**config.mk**
```make
export PLATFORM = sky130hd
export DESIGN_NAME = srl_top
export DESIGN_NICKNAME = d
export VERILOG_FILES = /design/src/pkg/srl_pkg.sv /design/src/pkg/srl_link_if.sv /design/src/srl_pin_sync.sv /design/src/srl_select_decode.sv /design/src/srl_top.sv
export VERILOG_INCLUDE_DIRS = /design/src /design/src/pkg
export SDC_FILE = /design/constraint.sdc
export NUM_CORES = 1
export LEC_CHECK = 0
export BUFFER_PORTS_ARGS = -buffer_cell sky130_fd_sc_hd__clkbuf_2
export CAP_MARGIN = 40
export CORE_MARGIN = 4
export CORE_UTILIZATION = 50
export CTS_CLUSTER_SIZE = 12
export DETAILED_ROUTE_END_ITERATION = 10
export HOLD_SLACK_MARGIN = 0.02
export PLACE_DENSITY = 0.74
export REMOVE_ABC_BUFFERS = 1
export SYNTH_ARGS = -nofsm -noshare
export SYNTH_HDL_FRONTEND = slang
export SYNTH_SLANG_ARGS = --single-unit
```
**constraint.sdc**
```tcl
create_clock -name core_clk -period 4.75 [get_ports core_clk]
set_input_delay 0.95 -clock core_clk [delete_from_list [all_inputs] [get_ports core_clk]]
set_output_delay 0.95 -clock core_clk [all_outputs]
set_load 0.005 [all_outputs]
```
**src/pkg/srl_cfg.svh**
```systemverilog
// Offsets, field positions, reset values and counts of the serial load front end
`ifndef SRL_CFG_SVH
`define SRL_CFG_SVH

// ---------------------------------------------------------------
// Word layout
// ---------------------------------------------------------------
`define SRL_WORD_W     24
`define SRL_SEL_W      4
`define SRL_NUM_REGS   8
`define SRL_BITCNT_W   5
`define SRL_SEL_MSB    3
`define SRL_SEL_LSB    0

// ---------------------------------------------------------------
// Register indices
// ---------------------------------------------------------------
`define SRL_MAIN_IDX   0
`define SRL_TOC_IDX    6
`define SRL_EXT_IDX    7

// ---------------------------------------------------------------
// Field positions
// ---------------------------------------------------------------
`define SRL_N_MSB      23
`define SRL_N_LSB      13
`define SRL_FN_MSB     12
`define SRL_FN_LSB     1
`define SRL_TOC_LSB    4
`define SRL_TOC_W      14

// ---------------------------------------------------------------
// Reset values
// ---------------------------------------------------------------
`define SRL_WORD_RST   24'h000000
`define SRL_MASK_RST   8'h00

`endif

```
**src/pkg/srl_pkg.sv**
```systemverilog
// Types shared by the serial load front end
package srl_pkg;
`include "srl_cfg.svh"

   typedef logic [`SRL_WORD_W-1:0]   srl_word_t;
   typedef logic [`SRL_SEL_W-1:0]    srl_sel_t;
   typedef logic [`SRL_NUM_REGS-1:0] srl_onehot_t;
   typedef logic [`SRL_BITCNT_W-1:0] srl_bitcnt_t;
   typedef logic [`SRL_TOC_W-1:0]    srl_toc_t;

   typedef enum logic [1:0] {
      SRL_IDLE,
      SRL_SHIFT,
      SRL_COMMIT
   } srl_state_t;

endpackage

```
**src/pkg/srl_link_if.sv**
```systemverilog
// Signals passed between the pin sampler, the select decoder and the core
`timescale 1ns/1ps
interface srl_link_if;
   import srl_pkg::*;

   logic        sclk_rise;
   logic        sdata_lvl;
   logic        strobe_rise;
   logic        strobe_lvl;
   srl_sel_t    sel_field;
   srl_onehot_t sel_onehot;

   modport sync (output sclk_rise, output sdata_lvl, output strobe_rise, output strobe_lvl);
   modport dec  (input sel_field, output sel_onehot);
   modport core (input sclk_rise, input sdata_lvl, input strobe_rise, input strobe_lvl,
                 output sel_field, input sel_onehot);
endinterface

```
**src/srl_pin_sync.sv**
```systemverilog
// Two-stage synchroniser for the three serial pins, with rising-edge finders on the clock and strobe pins
`timescale 1ns/1ps
module srl_pin_sync
   import srl_pkg::*;
(
   input  wire logic core_clk,
   input  wire logic sys_rst,
   input  wire logic ser_clk_pin,
   input  wire logic ser_data_pin,
   input  wire logic latch_load_strobe,
   srl_link_if.sync  lnk
);

   // ---------------------------------------------------------------
   // Synchroniser and edge history
   // ---------------------------------------------------------------
   logic [2:0] meta_q;
   logic [2:0] meta_d;
   logic [2:0] sync_q;
   logic [2:0] sync_d;
   logic [2:0] prev_q;
   logic [2:0] prev_d;

   always_comb
   begin
      meta_d = {latch_load_strobe, ser_data_pin, ser_clk_pin};
      sync_d = meta_q;
      prev_d = sync_q;
   end

   always_ff @(posedge core_clk)
   begin
      if (sys_rst)
      begin
         meta_q <= 3'h0;
         sync_q <= 3'h0;
         prev_q <= 3'h0;
      end
      else
      begin
         meta_q <= meta_d;
         sync_q <= sync_d;
         prev_q <= prev_d;
      end
   end

   // Data goes through the same two stages, so it stays aligned with the found edge
   assign lnk.sclk_rise   = sync_q[0] & ~prev_q[0];
   assign lnk.sdata_lvl   = sync_q[1];
   assign lnk.strobe_rise = sync_q[2] & ~prev_q[2];
   assign lnk.strobe_lvl  = sync_q[2];

endmodule // srl_pin_sync

```
**src/srl_select_decode.sv**
```systemverilog
// Decodes the low select field of a word into a one-hot latch target
`timescale 1ns/1ps
`include "srl_cfg.svh"
module srl_select_decode
   import srl_pkg::*;
(
   srl_link_if.dec lnk
);

   // ---------------------------------------------------------------
   // Decode function
   // ---------------------------------------------------------------
   function automatic srl_onehot_t srl_decode(input srl_sel_t sel);
      srl_onehot_t hot;
      hot = '0;
      if (!sel[0])
         hot[`SRL_MAIN_IDX] = 1'b1;
      else if (sel[3:1] != 3'h0)
         hot = srl_onehot_t'(8'h01 << sel[3:1]);
      // Select 0001 names no latch; the word is dropped
      return hot;
   endfunction

   assign lnk.sel_onehot = srl_decode(lnk.sel_field);

endmodule // srl_select_decode

```
**src/srl_top.sv**
```systemverilog
// Serial word loader and latch decoder of the dual synthesizer front end
//
// Function
// - Each transfer carries one 24-bit word that programs a divider or a mode latch.
// - Words arrive most significant bit first, so the last bits form the select field.
// - The shift register is copied into the chosen latch on the strobe's rising edge only.
// - The low bits of a word select the latch (four bits, or bit 0 alone for the main divider) and the rest are its data.
// - Select bit 0 low targets the main divider; with it high, codes 001 to 111 target 1 to 7.
// - Loading the main divider restarts the lock detector and the fast-lock counters.
// - That restart clears only those counters and leaves every programmed latch unchanged.
// - The main divider uses a single select bit, leaving 23 data bits for one-word retune.
`timescale 1ns/1ps
`include "srl_cfg.svh"
module srl_top
   import srl_pkg::*;
(
   input  wire logic                      core_clk,
   input  wire logic                      sys_rst,
   input  wire logic                      ser_clk_pin,
   input  wire logic                      ser_data_pin,
   input  wire logic                      latch_load_strobe,
   output logic [`SRL_WORD_W-1:0]         rf_main_divider_word,
   output logic [`SRL_WORD_W-1:0]         rf_reference_divider_word,
   output logic [`SRL_WORD_W-1:0]         aux_main_divider_word,
   output logic [`SRL_WORD_W-1:0]         aux_reference_divider_word,
   output logic [`SRL_WORD_W-1:0]         output_select_oscillator_word,
   output logic [`SRL_WORD_W-1:0]         extended_fraction_word,
   output logic [`SRL_WORD_W-1:0]         fast_lock_timeout_word,
   output logic [`SRL_WORD_W-1:0]         counter_reset_test_word,
   output logic [`SRL_N_MSB-`SRL_N_LSB:0]   rf_integer_divider_value,
   output logic [`SRL_FN_MSB-`SRL_FN_LSB:0] rf_fraction_numerator,
   output logic                           word_loaded,
   output logic [`SRL_SEL_W-1:0]          last_select,
   output logic [`SRL_NUM_REGS-1:0]       loaded_mask,
   output logic                           short_word,
   output logic                           order_warning,
   output logic                           lock_restart,
   output logic                           fastlock_active
);

   // ---------------------------------------------------------------
   // Pin sampling and select decode
   // ---------------------------------------------------------------
   srl_link_if lnk ();

   srl_pin_sync u_sync (
      .core_clk          (core_clk),
      .sys_rst           (sys_rst),
      .ser_clk_pin       (ser_clk_pin),
      .ser_data_pin      (ser_data_pin),
      .latch_load_strobe (latch_load_strobe),
      .lnk               (lnk.sync)
   );

   srl_select_decode u_dec (
      .lnk (lnk.dec)
   );

   // ---------------------------------------------------------------
   // Shift path and sequencing
   // ---------------------------------------------------------------
   srl_state_t  state_q;
   srl_state_t  state_d;
   srl_word_t   shift_q;
   srl_word_t   shift_d;
   srl_bitcnt_t bits_q;
   srl_bitcnt_t bits_d;
   srl_word_t   held_q;
   srl_word_t   held_d;
   srl_onehot_t target_q;
   srl_onehot_t target_d;
   logic        full_q;
   logic        full_d;

   assign lnk.sel_field = shift_q[`SRL_SEL_MSB:`SRL_SEL_LSB];

   always_comb
   begin
      state_d  = state_q;
      shift_d  = shift_q;
      bits_d   = bits_q;
      held_d   = held_q;
      target_d = target_q;
      full_d   = full_q;
      case (state_q)
         SRL_IDLE:
         begin
            // Clock edges while the strobe is high are not data
            if (lnk.sclk_rise && !lnk.strobe_lvl)
            begin
               shift_d = {shift_q[`SRL_WORD_W-2:0], lnk.sdata_lvl};
               bits_d  = srl_bitcnt_t'(1);
               state_d = SRL_SHIFT;
            end
         end
         SRL_SHIFT:
         begin
            if (lnk.strobe_rise)
            begin
               held_d   = shift_q;
               target_d = lnk.sel_onehot;
               full_d   = (bits_q >= srl_bitcnt_t'(`SRL_WORD_W));
               state_d  = SRL_COMMIT;
            end
            else if (lnk.sclk_rise && !lnk.strobe_lvl)
            begin
               // Only the newest 24 bits are kept; earlier ones fall off the top
               shift_d = {shift_q[`SRL_WORD_W-2:0], lnk.sdata_lvl};
               if (bits_q < srl_bitcnt_t'(`SRL_WORD_W))
                  bits_d = bits_q + srl_bitcnt_t'(1);
            end
         end
         SRL_COMMIT:
         begin
            bits_d  = '0;
            state_d = SRL_IDLE;
         end
         default:
         begin
            bits_d  = '0;
            state_d = SRL_IDLE;
         end
      endcase
   end

   always_ff @(posedge core_clk)
   begin
      if (sys_rst)
      begin
         state_q  <= SRL_IDLE;
         shift_q  <= `SRL_WORD_RST;
         bits_q   <= '0;
         held_q   <= `SRL_WORD_RST;
         target_q <= '0;
         full_q   <= 1'b0;
      end
      else
      begin
         state_q  <= state_d;
         shift_q  <= shift_d;
         bits_q   <= bits_d;
         held_q   <= held_d;
         target_q <= target_d;
         full_q   <= full_d;
      end
   end

   // ---------------------------------------------------------------
   // Control latches
   // ---------------------------------------------------------------
   srl_word_t   latch_q [`SRL_NUM_REGS];
   srl_word_t   latch_d [`SRL_NUM_REGS];
   logic        commit;
   logic        main_hit;

   assign commit   = (state_q == SRL_COMMIT);
   assign main_hit = commit && target_q[`SRL_MAIN_IDX];

   always_comb
   begin
      for (int i = 0; i < `SRL_NUM_REGS; i++)
      begin
         latch_d[i] = latch_q[i];
         // Latches hold their contents until the commit cycle of a strobe edge
         if (commit && target_q[i])
            latch_d[i] = held_q;
      end
   end

   always_ff @(posedge core_clk)
   begin
      for (int i = 0; i < `SRL_NUM_REGS; i++)
      begin
         if (sys_rst)
            latch_q[i] <= `SRL_WORD_RST;
         else
            latch_q[i] <= latch_d[i];
      end
   end

   assign rf_main_divider_word          = latch_q[0];
   assign rf_reference_divider_word     = latch_q[1];
   assign aux_main_divider_word         = latch_q[2];
   assign aux_reference_divider_word    = latch_q[3];
   assign output_select_oscillator_word = latch_q[4];
   assign extended_fraction_word        = latch_q[5];
   assign fast_lock_timeout_word        = latch_q[6];
   assign counter_reset_test_word       = latch_q[7];

   // Main divider fields come from the single-select-bit layout
   assign rf_integer_divider_value = latch_q[`SRL_MAIN_IDX][`SRL_N_MSB:`SRL_N_LSB];
   assign rf_fraction_numerator    = latch_q[`SRL_MAIN_IDX][`SRL_FN_MSB:`SRL_FN_LSB];

   // ---------------------------------------------------------------
   // Load status
   // ---------------------------------------------------------------
   logic                    loaded_q;
   logic                    loaded_d;
   srl_sel_t                sel_q;
   srl_sel_t                sel_d;
   srl_onehot_t             mask_q;
   srl_onehot_t             mask_d;
   logic                    short_q;
   logic                    short_d;
   logic                    warn_q;
   logic                    warn_d;

   always_comb
   begin
      loaded_d = commit && (target_q != '0);
      sel_d    = sel_q;
      mask_d   = mask_q | (commit ? target_q : '0);
      short_d  = short_q;
      warn_d   = warn_q;
      if (commit)
      begin
         sel_d   = held_q[`SRL_SEL_MSB:`SRL_SEL_LSB];
         short_d = !full_q;
         // Another latch written after the main divider leaves counters on stale settings
         if (main_hit)
            warn_d = 1'b0;
         else if (mask_q[`SRL_MAIN_IDX] && (target_q != '0))
            warn_d = 1'b1;
      end
   end

   always_ff @(posedge core_clk)
   begin
      if (sys_rst)
      begin
         loaded_q <= 1'b0;
         sel_q    <= '0;
         mask_q   <= `SRL_MASK_RST;
         short_q  <= 1'b0;
         warn_q   <= 1'b0;
      end
      else
      begin
         loaded_q <= loaded_d;
         sel_q    <= sel_d;
         mask_q   <= mask_d;
         short_q  <= short_d;
         warn_q   <= warn_d;
      end
   end

   assign word_loaded   = loaded_q;
   assign last_select   = sel_q;
   // Bit five may legally stay clear when extended resolution is unused
   assign loaded_mask   = mask_q;
   assign short_word    = short_q;
   assign order_warning = warn_q;

   // ---------------------------------------------------------------
   // Lock detect and fast-lock restart
   // ---------------------------------------------------------------
   logic     restart_q;
   logic     restart_d;
   srl_toc_t fl_count_q;
   srl_toc_t fl_count_d;
   srl_toc_t fl_limit;
   logic     fl_run_q;
   logic     fl_run_d;

   assign fl_limit = latch_q[`SRL_TOC_IDX][`SRL_TOC_LSB+`SRL_TOC_W-1:`SRL_TOC_LSB];

   always_comb
   begin
      restart_d  = main_hit;
      fl_count_d = fl_count_q;
      fl_run_d   = fl_run_q;
      // Only the counters are cleared; no latch is touched by the restart
      if (main_hit)
      begin
         fl_count_d = '0;
         fl_run_d   = (fl_limit != '0);
      end
      else if (fl_run_q)
      begin
         if (fl_count_q + srl_toc_t'(1) >= fl_limit)
            fl_run_d = 1'b0;
         fl_count_d = fl_count_q + srl_toc_t'(1);
      end
   end

   always_ff @(posedge core_clk)
   begin
      if (sys_rst)
      begin
         restart_q  <= 1'b0;
         fl_count_q <= '0;
         fl_run_q   <= 1'b0;
      end
      else
      begin
         restart_q  <= restart_d;
         fl_count_q <= fl_count_d;
         fl_run_q   <= fl_run_d;
      end
   end

   assign lock_restart    = restart_q;
   assign fastlock_active = fl_run_q;

endmodule // srl_top

```
==> flow_metrics.tcl <==
set metrics [dict create \
    status "finished clean" \
    finalMaxSlewViolations 0 \
    critical_path_buf_inv_count 1 \
    pre_cts_slack_ns 1.869 \
    fmax_mhz 412.9 \
    cts_made_buffers 31 \
    max_slew_margin_pct 44.03 \
    final_hold_viol_count 0 \
    drc 0 \
    io_pins 237 \
    arrival_ns 1.47 \
    synthTopCellsByArea "dfxtp_1 (53%), nand2_1 (16%), a21oi_1 (10%)" \
    worstPathMaxFanout 15 \
    rsz0062_at_grt "false" \
    multi_input_area_sq_mm 0.004459 \
    portBuffers 236 \
    antenna_found_initial 0 \
    drt-total-wl_microns 29920 \
    vias 9535 \
    clockBufferDepth 3 \
    first_iter_violations 698 \
    n_fill_cell 1951 \
    clock-sinks 295 \
    tns_ns 0 \
    synth_area_sq_mm 0.01122 \
    path_cells "clkbuf_2" \
    cts_resized 0 \
    critPathTopFamily "flip-flops" \
    worstSetupStartpointType "register" \
    crit_type "register to output port" \
    gr-total-overflow 0 \
    ys_ff_latch 295 \
    dp_hpwl_microns 20050 \
    avgSynthCellArea_sq_um 8.277 \
    core_area_sq_mm 0.02196 \
    grt_pass1_wl_microns 46740 \
    slowest_delay_ns 0.70 \
    track_usage_pct 22.97 \
    p_leak_uw 0.005179 \
    ys_dominant_reg_cell "dfxtp_1" \
    rows 54 \
    initial_core_util_pct 51.11 \
    max-cap-violations 0 \
    ys_types 45 \
    h-tree-depth 1 \
    nets 1529 \
    die_width_microns 157.8 \
    holdWs_ns 0.4340 \
    dpl-instance-area_sq_mm 0.01223 \
    wl_per_cell_microns 16.60 \
    synth_top_area_share_pct 52.62 \
    clk_latency_ns 0.55 \
    fin_crit_ns 2.422 \
    grt_max_degree 134 \
    power.density_mw_per_mm2 371.8 \
    period_share_pct 50.99 \
    via_per_inst 5.291 \
    dr.pass1.iters 5 \
    dieHeight_microns 157.8 \
    instances_no_fill 1802 \
    area_growth_pct 17.76 \
    die-area_sq_mm 0.02491 \
    synth.largest_area_cell "dfxtp_1" \
    drive_gt1_share_pct 20.96 \
    cts_root_buf "clkbuf_16" \
    slowest_stage "dfxtp_1" \
    ant_nets 0 \
    ff_latch_area_sq_mm 0.005906 \
    post-cts-setup-buffers 0 \
    endpoint_kind "output port" \
    cp.required_ns 3.80 \
    fin_ws_ns 2.328 \
    fin_area_sq_mm 0.01322 \
    grt_pass1_vias 9026 \
    ys_seq_area_share_pct 52.62 \
    dp_cells 1754 \
    n_antenna_cell 0 \
    synth_edf_count 0 \
    synth-warning-count 0 \
    fin_worst_skew_ns 0.02254 \
    cts_tree "done" \
    cts.reportedPaths.clkPinSlew_ns 0.06 \
    hp-class "register to register" \
    synth-async-reset-ratio_pct 0 \
    ctsHoldBuffers 0 \
    ir_drop_uv 279.2 \
    synth_cells 1356 \
    setup_viol 0 \
    gp_congestion 0.8412 \
    worst_pin_slew_ns 0.8396 \
]
[placed cells by master (no fill, tap or decap), types with 13 or more instances in the layout]
| cell type | count |
|---|---|
| a22o_1 | 25 |
| xor2_1 | 18 |
| a21oi_1 | 230 |
| nand4_1 | 13 |
| clkbuf_2 | 235 |
| ha_1 | 17 |
| inv_1 | 16 |
| dfxtp_1 | 295 |
| nor2_1 | 49 |
| nand2_1 | 465 |
| clkbuf_16 | 31 |
[flip-flops by register name, summed over array words and instances (netlist names), 2 cells and up]
name	count
bits_q	5
fl_count_q	14
held_q	24
last_select	4
latch_q	192
loaded_mask	8
shift_q	24
state_q	2
target_q	8
u_sync.meta_q	3
u_sync.prev_d	3
u_sync.prev_q	2
[worst paths after layout]
check | cells past startpoint | from | slack, ns | end
max | 1 | fastlock_active | 2.33 | fastlock_active
min reg2reg | 1 | u_sync.meta_q[2] | 0.43 | u_sync.prev_d[2]
max reg2reg | 10 | fl_count_q[0] | 2.35 | fastlock_active
min | 1 | u_sync.meta_q[2] | 0.43 | u_sync.prev_d[2]
[cells in the mapped netlist (2+ instances only)]
master / n
nor2_1: 49
dfxtp_1: 295
nor2b_1: 11
and3_2: 2
buf_6: 13
nand2_2: 4
nand3_1: 9
nand2b_1: 6
ha_1: 17
o21ai_0: 4
a21o_1: 3
and3_1: 2
a22oi_1: 2
buf_4: 33
a21oi_1: 230
xnor2_1: 9
and2_1: 8
clkbuf_1: 33
nor4_1: 6
nor3_1: 4
inv_1: 16
a21oi_2: 8
nand2_1: 465
buf_2: 51
buf_1: 3
xor2_1: 18
a22o_1: 25
nand4_1: 13
[cells by family (layout without fill, tap and decap cells)]
logic type      after synthesis  count (layout)  synth area share, %
mux                           1               1              0.08919
simple gates                587             587                21.67
flops                       295             295                52.62
buf+inv                     150             316                7.648
xor+xnor                     27              27                2.107
compound gates              279             279                13.97
fa+ha+maj                    17              17                1.895
[report_power, final]
| group | switching [uW] | leakage, uW | internal (uW) |
|---|---|---|---|
| Clock | 932 | 0.000482 | 1440 |
| Combinational | 51.0 | 0.00232 | 10.1 |
| Sequential | 3.15 | 0.00238 | 2480 |
[routing by layer]
layer	vias up	part of all wire, %	global-route usage [%]
met4	0	2.8	6.923
met2	328	48	39.40
li1	4674	-	-
met3	59	6.7	3.937
met5	-	0	0
met1	4474	42	29.74
[final cells by class]
type	instances	area share (%)
inverters	16	0.4544
repair buffers	252	11.00
well taps	280	2.651
multi-input cells	911	33.74
clock buffers	39	6.324
clock inverters	9	1.146
flip-flops and latches	295	44.68
[per-stage QoR]
step	power, uW	util [%]
6_report	4914	60.19
3_5_place_dp	2597	55.69
2_1_floorplan	2551	-
5_1_grt	5069	60.19
3_3_place_gp	2595	54.65
4_1_cts	4960	60.19
Note: power is estimated with default switching activity, not from simulation.
